--- src/design/rate_event_defines.svh ---
// Register offsets, field positions and reset values of the rate event generator.
`ifndef RATE_EVENT_DEFINES_SVH
`define RATE_EVENT_DEFINES_SVH

`define RATE_EVENT_CONFIG_ADDR       8'h30
`define PITCH_THRESHOLD_HIGH_ADDR    8'h31
`define PITCH_THRESHOLD_LOW_ADDR     8'h32
`define ROLL_THRESHOLD_HIGH_ADDR     8'h33
`define ROLL_THRESHOLD_LOW_ADDR      8'h34
`define YAW_THRESHOLD_HIGH_ADDR      8'h35
`define YAW_THRESHOLD_LOW_ADDR       8'h36
`define RATE_EVENT_DURATION_ADDR     8'h37
`define RATE_EVENT_SOURCE_ADDR       8'h38
`define RATE_EVENT_STATUS_ADDR       8'h39

`define REG_RESET                    8'h00
`define CFG_COMBINE_AND_BIT          7
`define CFG_LATCH_BIT                6
`define THS_DECREMENT_BIT            7
`define DUR_WAIT_BIT                 7
`define STATUS_FLAG_BIT              1
`define SRC_ACTIVE_BIT               6

`endif

--- src/design/rate_event_pkg.sv ---
// Types shared by the rate event generator.
package rate_event_pkg;

	typedef logic [7:0]  byte_t;
	typedef logic [15:0] sample_t;
	typedef logic [14:0] threshold_t;
	typedef logic [6:0]  count_t;

	typedef enum logic [1:0] {
		ST_IDLE   = 2'b00,
		ST_ACTIVE = 2'b01,
		ST_EXIT   = 2'b11
	} event_state_t;

endpackage

--- src/design/rate_threshold_event_gen.sv ---
// Angular-rate threshold event generator with its byte register file.
//
// How it works
// - Enabled axis events are ORed when combine bit is 0, ANDed when 1.
// - Latch bit 1 holds an asserted request; bit 0 request follows the condition.
// - Enabled high event fires when the axis rate exceeds its threshold.
// - Enabled low event fires when the axis rate is below its threshold.
// - Six separate enables, high and low per axis; cleared enable suppresses event.
// - Thresholds are 15-bit two's complement, compared with same-axis samples.
// - Pitch threshold upper byte holds bits 14:8 plus counter-mode bit on top.
// - Lapsed condition resets the counter in mode 0, decrements it in mode 1.
// - Roll threshold is 15 bits split over an upper and lower byte.
// - Yaw threshold is 15 bits split over an upper and lower byte.
// - An event is recognised only after persisting the programmed duration samples.
// - The duration counter steps once per output sample.
// - Wait bit 0 drops the request as soon as the condition lapses.
// - Wait bit 1 holds the request until the lapse has persisted duration samples.
// - All configuration fields reset to zero.
// - Status flag reads 1 while a rate event request is present.
`timescale 1ns/1ps
`default_nettype none
`include "rate_event_defines.svh"

module rate_threshold_event_gen (
	input  wire logic                    clock,
	input  wire logic                    reset,
	input  wire logic                    clock_en,
	input  wire logic                    sample_valid,
	input  wire rate_event_pkg::sample_t pitch_sample,
	input  wire rate_event_pkg::sample_t roll_sample,
	input  wire rate_event_pkg::sample_t yaw_sample,
	input  wire logic [7:0]              reg_addr,
	input  wire rate_event_pkg::byte_t   reg_wdata,
	input  wire logic                    reg_write,
	input  wire logic                    reg_read,
	output logic [7:0]                   reg_rdata,
	output logic                         rate_event_request
);
	import rate_event_pkg::*;

	// Index 0 pitch, 1 roll, 2 yaw.
	byte_t        cfg_ff;
	byte_t        ths_high_ff [3];
	byte_t        ths_low_ff  [3];
	byte_t        dur_ff;
	logic [5:0]   src_ff;
	count_t       count_ff;
	count_t       nxt_count;
	event_state_t state_ff;
	event_state_t nxt_state;
	logic         request_ff;
	logic         nxt_request;
	logic         latched_ff;
	byte_t        rdata_ff;
	byte_t        nxt_rdata;

	sample_t      samples [3];
	logic [5:0]   axis_event;
	logic [5:0]   enables;

	assign samples[0] = pitch_sample;
	assign samples[1] = roll_sample;
	assign samples[2] = yaw_sample;

	// Sign-extend a 15-bit threshold to sample width for a signed compare.
	function automatic sample_t threshold_of(input byte_t hi, input byte_t lo);
		threshold_t t;
		t = {hi[6:0], lo};
		return {t[14], t};
	endfunction

	genvar g;
	generate
		for (g = 0; g < 3; g++) begin : g_axis
			wire sample_t ths = threshold_of(ths_high_ff[g], ths_low_ff[g]);
			assign axis_event[2*g+1] = $signed(samples[g]) > $signed(ths);
			assign axis_event[2*g]   = $signed(samples[g]) < $signed(ths);
		end
	endgenerate

	assign enables = cfg_ff[5:0];

	wire logic [5:0] masked   = axis_event & enables;
	wire logic       any_en   = |enables;
	wire logic       comb_or  = |masked;
	wire logic       comb_and = any_en && (masked == enables);
	wire logic       condition = cfg_ff[`CFG_COMBINE_AND_BIT] ? comb_and : comb_or;
	wire count_t     duration  = dur_ff[6:0];
	wire logic       wait_en   = dur_ff[`DUR_WAIT_BIT];
	wire logic       decrement = ths_high_ff[0][`THS_DECREMENT_BIT];
	wire logic       latch_en  = cfg_ff[`CFG_LATCH_BIT];
	wire logic       step      = clock_en && sample_valid;

	wire logic       src_read  = reg_read && (reg_addr == `RATE_EVENT_SOURCE_ADDR);
	wire logic       request_o = request_ff || latched_ff;

	// Qualification state machine, advanced once per sample.
	always_comb begin
		nxt_state   = state_ff;
		nxt_count   = count_ff;
		nxt_request = request_ff;
		case (state_ff)
			ST_IDLE: begin
				if (condition) begin
					if (count_ff + 7'h01 >= duration || duration == 7'h00) begin
						nxt_state   = ST_ACTIVE;
						nxt_request = 1'b1;
						nxt_count   = 7'h00;
					end else begin
						nxt_count = count_ff + 7'h01;
					end
				end else if (decrement) begin
					nxt_count = (count_ff != 7'h00) ? count_ff - 7'h01 : 7'h00;
				end else begin
					nxt_count = 7'h00;
				end
			end
			ST_ACTIVE: begin
				if (!condition) begin
					if (wait_en && duration != 7'h00) begin
						nxt_state = ST_EXIT;
						nxt_count = 7'h01;
						if (duration == 7'h01) begin
							nxt_state   = ST_IDLE;
							nxt_request = 1'b0;
							nxt_count   = 7'h00;
						end
					end else begin
						nxt_state   = ST_IDLE;
						nxt_request = 1'b0;
						nxt_count   = 7'h00;
					end
				end
			end
			ST_EXIT: begin
				if (condition) begin
					nxt_state = ST_ACTIVE;
					nxt_count = 7'h00;
				end else if (count_ff + 7'h01 >= duration) begin
					nxt_state   = ST_IDLE;
					nxt_request = 1'b0;
					nxt_count   = 7'h00;
				end else begin
					nxt_count = count_ff + 7'h01;
				end
			end
			default: begin
				nxt_state   = ST_IDLE;
				nxt_request = 1'b0;
				nxt_count   = 7'h00;
			end
		endcase
	end

	always_ff @(posedge clock) begin
		if (reset) begin
			state_ff   <= ST_IDLE;
			count_ff   <= 7'h00;
			request_ff <= 1'b0;
		end else if (step) begin
			state_ff   <= nxt_state;
			count_ff   <= nxt_count;
			request_ff <= nxt_request;
		end
	end

	// A new event in the same cycle as the clearing read wins over the clear.
	wire logic rise   = step && nxt_request && !request_ff;
	wire logic [5:0] src_new = step && nxt_request ? masked : 6'h00;

	always_ff @(posedge clock) begin
		if (reset) begin
			latched_ff <= 1'b0;
			src_ff     <= 6'h00;
		end else if (clock_en) begin
			if (rise && latch_en) begin
				latched_ff <= 1'b1;
			end else if (src_read || !latch_en) begin
				latched_ff <= 1'b0;
			end
			if (src_new != 6'h00) begin
				src_ff <= src_read ? src_new : (src_ff | src_new);
			end else if (src_read) begin
				src_ff <= 6'h00;
			end
		end
	end

	assign rate_event_request = request_o;

	// Register file.
	always_ff @(posedge clock) begin
		if (reset) begin
			cfg_ff <= `REG_RESET;
			dur_ff <= `REG_RESET;
			for (int i = 0; i < 3; i++) begin
				ths_high_ff[i] <= `REG_RESET;
				ths_low_ff[i]  <= `REG_RESET;
			end
		end else if (clock_en && reg_write) begin
			case (reg_addr)
				`RATE_EVENT_CONFIG_ADDR:    cfg_ff         <= reg_wdata;
				`PITCH_THRESHOLD_HIGH_ADDR: ths_high_ff[0] <= reg_wdata;
				`PITCH_THRESHOLD_LOW_ADDR:  ths_low_ff[0]  <= reg_wdata;
				// Top bit is stored as written; the host keeps it zero.
				`ROLL_THRESHOLD_HIGH_ADDR:  ths_high_ff[1] <= reg_wdata;
				`ROLL_THRESHOLD_LOW_ADDR:   ths_low_ff[1]  <= reg_wdata;
				`YAW_THRESHOLD_HIGH_ADDR:   ths_high_ff[2] <= reg_wdata;
				`YAW_THRESHOLD_LOW_ADDR:    ths_low_ff[2]  <= reg_wdata;
				`RATE_EVENT_DURATION_ADDR:  dur_ff         <= reg_wdata;
				default: begin
				end
			endcase
		end
	end

	always_comb begin
		case (reg_addr)
			`RATE_EVENT_CONFIG_ADDR:    nxt_rdata = cfg_ff;
			`PITCH_THRESHOLD_HIGH_ADDR: nxt_rdata = ths_high_ff[0];
			`PITCH_THRESHOLD_LOW_ADDR:  nxt_rdata = ths_low_ff[0];
			`ROLL_THRESHOLD_HIGH_ADDR:  nxt_rdata = ths_high_ff[1];
			`ROLL_THRESHOLD_LOW_ADDR:   nxt_rdata = ths_low_ff[1];
			`YAW_THRESHOLD_HIGH_ADDR:   nxt_rdata = ths_high_ff[2];
			`YAW_THRESHOLD_LOW_ADDR:    nxt_rdata = ths_low_ff[2];
			`RATE_EVENT_DURATION_ADDR:  nxt_rdata = dur_ff;
			`RATE_EVENT_SOURCE_ADDR:    nxt_rdata = {1'b0, request_o, src_ff};
			`RATE_EVENT_STATUS_ADDR:    nxt_rdata = {6'h00, request_o, 1'b0};
			default:                    nxt_rdata = 8'h00;
		endcase
	end

	always_ff @(posedge clock) begin
		if (reset) begin
			rdata_ff <= 8'h00;
		end else if (clock_en) begin
			rdata_ff <= reg_read ? nxt_rdata : 8'h00;
		end
	end

	assign reg_rdata = rdata_ff;

endmodule
`default_nettype wire

--- config.mk ---
export PLATFORM = sky130hd
export DESIGN_NAME = rate_threshold_event_gen
export DESIGN_NICKNAME = d
export VERILOG_FILES = /design/src/design/rate_event_pkg.sv /design/src/design/rate_threshold_event_gen.sv
export VERILOG_INCLUDE_DIRS = /design/src /design/src/design
export SDC_FILE = /design/constraint.sdc
export NUM_CORES = 1
export LEC_CHECK = 0
export BUFFER_PORTS_ARGS = -buffer_cell sky130_fd_sc_hd__buf_4
export CORE_UTILIZATION = 59
export CTS_CLUSTER_DIAMETER = 120
export DETAILED_ROUTE_END_ITERATION = 10
export PLACE_DENSITY = 0.81
export SYNTH_ARGS = -nofsm -noshare
export SYNTH_HDL_FRONTEND = slang
export SYNTH_SLANG_ARGS = --single-unit
--- constraint.sdc ---
create_clock -name clock -period 4.3 [get_ports clock]
set_input_delay 0.645 -clock clock [delete_from_list [all_inputs] [get_ports clock]]
set_output_delay 0.645 -clock clock [all_outputs]
set_load 0.01 [all_outputs]
# ---- Yosys cells after proc, flatten, opt, wreduce, memory -nomap -nowiden
# Memories as Yosys holds them, arrays and structs flattened.
# Index checks and enable logic that the tools add are counted.
dict set report op_classes {
  n_reduce_logical 28
  eq_ne 18
  bitwise 8
  n_lt_le_gt_ge 7
  muxes 67
  add_sub_neg 2
}
# cell n
set ops {}
lappend ops {{$eq A8 B6 Y1 const B} 10}
lappend ops {{$pmux W8 S10} 1}
lappend ops {{$mux W7} 8}
lappend ops {{$mux W8} 7}
lappend ops {{$gt A16 B15 Y1} 3}
lappend ops {{$lt A16 B15 Y1} 3}
lappend ops {{$mux W1} 37}
lappend ops {{$mux W6} 4}
lappend ops {{$pmux W7 S3} 1}
lappend ops {{$mux W2} 7}
lappend ops {{$reduce_bool A7 Y1} 2}
lappend ops {{$reduce_or A6 Y1} 2}
lappend ops {{$reduce_and A2 Y1} 5}
lappend ops {{$logic_and A1 B1 Y1} 8}
lappend ops {{$add A7 B1 Y7 const B} 1}
lappend ops {{$eq A7 B1 Y1 const B} 1}
lappend ops {{$ge A7 B7 Y1} 1}
lappend ops {{$logic_not A7 Y1} 1}
lappend ops {{$sub A7 B1 Y7 const B} 1}
lappend ops {{$and A6 B6 Y6} 1}
lappend ops {{$eq A6 B6 Y1} 1}
lappend ops {{$ne A2 B2 Y1 const B} 3}
lappend ops {{$or A1 B1 Y1} 6}
lappend ops {{$or A6 B6 Y6} 1}
lappend ops {{other kinds (11)} 15}
dict set report word_totals {
  in_bits 70
  n_memories 2
  wordCells 140
  ramBits 48
  regBits 41
}
# memory depth width read_ports rd_clocked_by_memory_dff write_ports line_no
set mem_list {}
lappend mem_list {ths_high_ff 3 8 3 0 3 rate_threshold_event_gen.sv:43} ;# byte_t ths_high_ff [3];
lappend mem_list {ths_low_ff 3 8 3 0 3 rate_threshold_event_gen.sv:44} ;# byte_t ths_low_ff [3];

# ---- Longest topological paths before layout
# An unclocked memory read counts as a cell.
dict set report depth {
  depth_word 13
  ltp_mapped 14
  mapped_depth_nobuf 13
}

# ---- Worst setup path after synthesis
# Ideal clock, no wire load.
dict set report synth_path {
  path_kind {in2reg}
  startpoint {in pitch_sample[15]}
  endpoint {reg count_ff[3]}
  stages 12
  setup_slack_ns 0.384
  arrival_time_ns 3.774
  setup_ns 0.142
  t_required_ns 4.158
  path_buffers 0
  path_cell_list {ha_1 nand4_2 or4_1 a21oi_1 nand3b_4 mux2_2 a221o_1 or3_4 nand2_4 mux2_4 a221oi_1 a311oi_2}
}
dict set report synth_via {
  elab_chain_cells 7
}
# item line_no
set synth_lines {}
lappend synth_lines {{start, declared} rate_threshold_event_gen.sv:29} ;# input wire rate_event_pkg::sample_t pitch_sample,
lappend synth_lines {{$lt A16 B15 Y1 or $gt A16 B15 Y1 (tied branches)} {rate_threshold_event_gen.sv:77, rate_threshold_event_gen.sv:76}}
lappend synth_lines {{$and A6 B6 Y6 (*)} rate_threshold_event_gen.sv:83} ;# wire logic [5:0] masked = axis_event & enables;
lappend synth_lines {{$eq A6 B6 Y1} rate_threshold_event_gen.sv:86} ;# wire logic comb_and = any_en && (masked == enables);
lappend synth_lines {{$logic_and A1 B1 Y1} rate_threshold_event_gen.sv:86}
lappend synth_lines {{$mux W1 (*)} rate_threshold_event_gen.sv:87} ;# wire logic condition = cfg_ff[`CFG_COMBINE_AND_BIT] ? comb_and : comb_or;
lappend synth_lines {{$mux W7, or another cell as far along} rate_threshold_event_gen.sv:136} ;# if (condition) begin
lappend synth_lines {{$pmux W7 S3 or $reduce_and A2 Y1 (tied branches)} --}
lappend synth_lines {{end signal, assigned} rate_threshold_event_gen.sv:162} ;# count_ff <= nxt_count;
lappend synth_lines {{end, declared} rate_threshold_event_gen.sv:47} ;# count_t count_ff;
# Mark *: on every way between the ends. The rest lies on a longest branch, timed or not.
# A chain may end at the register's enable or synchronous reset.

==> run summary <==
PLACEMENT
------------------------------------------------------------------------------------
Post-Place Worst Slack ................................................   0.02686 ns
Number of port buffers ................................................           78
Weighted congestion at the end of routability-driven global placement .       0.9440
Detailed-placement wirelength estimate ................................     13.63 mm

SETUP PATH
------------------------------------------------------------------------------------
Type of element launching the critical path ...........................     register
Slowest cell on crit path ............................................. sky130_fd_sc_hd__or4_1
Data required time at the worst endpoint ..............................      4.54 ns
Crit Path Max Fanout ..................................................            9
Worst setup EP type ...................................................     register
Arrival time at the worst endpoint ....................................      4.22 ns
Class of the most critical setup path ................................. register to register
Stage delay of the slowest cell on the critical path ..................      0.54 ns
Critical Path, Cell by Cell ........................................... inv_1 > ha_1 > nand4_2 > or4_1 > a21oi_1 > nand3b_4 > mux2_2 > a221o_1 > or3_4 > nand2_4 > mux2_4 > a221oi_1 > a311oi_2

SYNTH
------------------------------------------------------------------------------------
Mapped Area ...........................................................    5886 um^2
Most common flop cell mapped by yosys ................................. sky130_fd_sc_hd__edfxtp_1
Post-synthesis cell type with the largest combined area ............... sky130_fd_sc_hd__edfxtp_1
Post-synthesis async set-or-reset flop share ..........................            0
Cells after Synth .....................................................          633
Share of the synthesized area in the top cell type ....................       0.2449
Number of distinct library cells after synthesis ......................           79
Share of synthesized area occupied by flip-flops and latches ..........       0.3844
Number of synthesized register bits ...................................           89
Synthesized area per cell .............................................   9.298 um^2
Net Count, Synth ......................................................          761
Count of warnings emitted by yosys ....................................            0
Number of enable-type register cells in the synthesized netlist .......           48
Synth top area cells .................................................. sky130_fd_sc_hd__edfxtp_1 (24%), sky130_fd_sc_hd__dfxtp_1 (14%), sky130_fd_sc_hd__ha_1 (12%), sky130_fd_sc_hd__mux2i_1 (5.3%), sky130_fd_sc_hd__inv_1 (4.7%)

TIMING
------------------------------------------------------------------------------------
Highest attainable clock frequency ....................................    251.0 MHz
Worst slew margin relative to its limit ...............................       0.2502
Fin. Hold Viols .......................................................            0
Share of the clock period used by the worst path after layout .........       0.9265
Setup ws final ........................................................    0.3162 ns
Finish-stage setup viols ..............................................            0
Unrepaired setup endpoints after global routing .......................        false
Least-Margin Pin Slew .................................................     1.114 ns
Final number of max-transition violations .............................            0
Clock period minus worst slack ........................................     3.984 ns
Setup Skew ............................................................   0.01229 ns
Final total negative setup slack ......................................         0 ns

FINISH
------------------------------------------------------------------------------------
Layout-stage area growth over the synthesis result ....................       15.97%
Antenna Cells .........................................................            0
Net count of the finished layout ......................................          838
Share of final-layout standard cells stronger than drive strength 1 ...       0.1818
Fill cell instance count of the final layout ..........................          777

FLOORPLAN
------------------------------------------------------------------------------------
Die height ............................................................     101.9 um
Cell Rows .............................................................           36
IO Count ..............................................................           79
Die Span X ............................................................     101.9 um
Std-Cell Core Area ....................................................    9729 um^2
Floorplan die area ....................................................   10380 um^2
Initial core utilization ..............................................       0.6049

DRT
------------------------------------------------------------------------------------
Total via count in the routed design ..................................         5354
Starting DRC count in detailed routing ................................          541
Wirelength per Cell ...................................................     20.25 um
Total routed wire length on the met1 layer ............................     6.862 mm
Sum of routed wire length over all layers .............................     17.17 mm
Number of remaining DRC errors ........................................            0
Uppermost layer routed ................................................         met4
Met2 wirelength from detailed routing .................................     8.260 mm
Residual antenna-violating net count after detailed routing ...........            0
First-pass iteration count of the detailed router .....................            7
WL met3 ...............................................................     1.451 mm
Via density per instance ..............................................        6.314

CTS
------------------------------------------------------------------------------------
Worst-case clock buffer depth .........................................            2
Post-CTS Setup Bufs ...................................................            0
Clock Sinks ...........................................................           89
Max H-tree Level ......................................................            3
Clock tree from TritonCTS .............................................         done
Worst skew pair latency ...............................................      0.37 ns
CTS clock-pin slew for the worst setup and hold paths .................      0.10 ns
CTS Root Buffer Type .................................................. sky130_fd_sc_hd__clkbuf_8
Number of buffers inserted during clock tree synthesis ................            9
CTS hold repair buffers ...............................................            0
Cts repair resizes ....................................................            0

GLOBAL ROUTING
------------------------------------------------------------------------------------
Pin count of the biggest net entering global routing ..................           44
Overall overflow remaining after global route .........................            0
Number of antenna violations at the first check in global routing .....            0
Overall fraction of global-route tracks in use ........................       0.3464
Global-route wire length before repair ................................     26.52 mm
Via count of the first global-routing pass ............................         5171

PWR
------------------------------------------------------------------------------------
Total power divided by cell area ...................................... 262.9 nW/um^2
IR drop worst, VDD ....................................................    0.1827 mV
Leakage power total ...................................................  0.002845 uW

RUN STATUS
------------------------------------------------------------------------------------
Outcome ............................................................... complete, no violations

MIN PATH
------------------------------------------------------------------------------------
Class of the tightest hold or removal check ........................... register to register

FLOW RUN
------------------------------------------------------------------------------------
# Max-Cap Violations ..................................................            0

## critical path, delay by kind of cell, from the launching register on
family	cells	cell delay, ns
buffers and inverters	1	0.08
AND/OR/NAND/NOR	5	1.47
multiplexers	2	0.70
flip-flops	1	0.37
AO/OA/AOI/OAI	4	0.85
adder cells (fa/ha/maj)	1	0.37
## final timing paths
| path | startpoint | endpoint | slack (ns) | cells past startpoint |
|---|---|---|---|---|
| max | ths_high_ff[0][6] | count_ff[3] | 0.32 | 13 |
| min | src_ff[3] | src_ff[3] | 0.47 | 2 |
| max reg2reg | ths_high_ff[0][6] | count_ff[3] | 0.32 | 13 |
| min reg2reg | src_ff[3] | src_ff[3] | 0.47 | 2 |
## cell type report
class,count,area (um^2),share of cell area
Timing Repair Buffer,86,645.6,0.09459
Sequential cell,89,2262,0.3314
Multi-Input combinational cell,450,3268,0.4788
Tap cell,133,166.4,0.02438
Inverter,74,277.8,0.04070
Clock inverter,7,81.33,0.01192
Clock buffer,9,123.9,0.01815
## Yosys cell counts (5+ instances only)
master / count
sky130_fd_sc_hd__a31oi_1: 9
sky130_fd_sc_hd__a21oi_1: 33
sky130_fd_sc_hd__nor4_1: 9
sky130_fd_sc_hd__o21ai_0: 18
sky130_fd_sc_hd__and3_1: 9
sky130_fd_sc_hd__or4_1: 5
sky130_fd_sc_hd__clkbuf_1: 16
sky130_fd_sc_hd__mux2i_1: 31
sky130_fd_sc_hd__ha_1: 58
sky130_fd_sc_hd__nand2_1: 43
sky130_fd_sc_hd__nand3_1: 27
sky130_fd_sc_hd__dfxtp_1: 41
sky130_fd_sc_hd__and2_1: 12
sky130_fd_sc_hd__nor2b_1: 7
sky130_fd_sc_hd__o211ai_1: 7
sky130_fd_sc_hd__a21o_1: 10
sky130_fd_sc_hd__inv_1: 74
sky130_fd_sc_hd__edfxtp_1: 48
sky130_fd_sc_hd__a22o_1: 5
sky130_fd_sc_hd__nor3_1: 15
sky130_fd_sc_hd__xnor2_1: 6
sky130_fd_sc_hd__nand4_1: 8
sky130_fd_sc_hd__nor2_1: 55
sky130_fd_sc_hd__a22oi_1: 7
## flip-flops by register name, indices dropped and copies added, names as in the netlist
| name | cells |
|---|---|
| ths_high_ff | 24 |
| dur_ff | 8 |
| cfg_ff | 8 |
| reg_rdata | 8 |
| ths_low_ff | 24 |
| latched_ff | 1 |
| state_ff | 2 |
| src_ff | 6 |
| count_ff | 7 |
| request_ff | 1 |
## cell usage in the layout (no fill, tap or decap), types with 10 or more instances in the layout
| master | synthesis | routed |
|---|---|---|
| sky130_fd_sc_hd__nor2_1 | 55 | 55 |
| sky130_fd_sc_hd__edfxtp_1 | 48 | 48 |
| sky130_fd_sc_hd__ha_1 | 58 | 58 |
| sky130_fd_sc_hd__buf_4 | 0 | 86 |
| sky130_fd_sc_hd__a21o_1 | 10 | 10 |
| sky130_fd_sc_hd__o21ai_0 | 18 | 18 |
| sky130_fd_sc_hd__nor3_1 | 15 | 15 |
| sky130_fd_sc_hd__mux2i_1 | 31 | 31 |
| sky130_fd_sc_hd__inv_1 | 74 | 74 |
| sky130_fd_sc_hd__and2_1 | 12 | 12 |
| sky130_fd_sc_hd__a21oi_1 | 33 | 33 |
| sky130_fd_sc_hd__nand3_1 | 27 | 27 |
| sky130_fd_sc_hd__dfxtp_1 | 41 | 41 |
| sky130_fd_sc_hd__nand2_1 | 43 | 43 |
## where the power goes
part           internal, uW  leakage, uW  switching, uW
registers               917     0.000786           18.6
clock network           232     0.000103            361
logic                   115      0.00196            151
total                  1260      0.00285            530
## routing by layer
metal	GRT usage	vias to the layer above
met1	0.4388	2565
li1	-	2477
met5	0	-
met4	0.1242	0
met2	0.5873	261
met3	0.07319	51
## metrics by stage
| step | cells | area, um^2 | total power (uW) | util | hold WS (ns) |
|---|---|---|---|---|---|
| after floorplan | 633 | 5886 | 1093 | - | 0.4248 |
| after global placement | 832 | 6620 | 1199 | 0.6804 | 0.4400 |
| after detailed placement | 832 | 6620 | 1215 | 0.6804 | 0.4518 |
| after CTS | 848 | 6825 | 1783 | 0.7015 | 0.4719 |
| after global routing | 848 | 6825 | 1855 | 0.7015 | 0.4847 |
| final | 848 | 6825 | 1794 | 0.7015 | 0.4704 |
## cells by family after synthesis
kind of cell	after synthesis	share of synthesized area
simple gates	213	0.1943
buf+inv	94	0.06038
xor+xnor	7	0.01042
fa+ha+maj	58	0.1233
compound gates	138	0.1662
mux	34	0.06101
flops	89	0.3844
No activity file was read; power rests on OpenSTA's default activity.
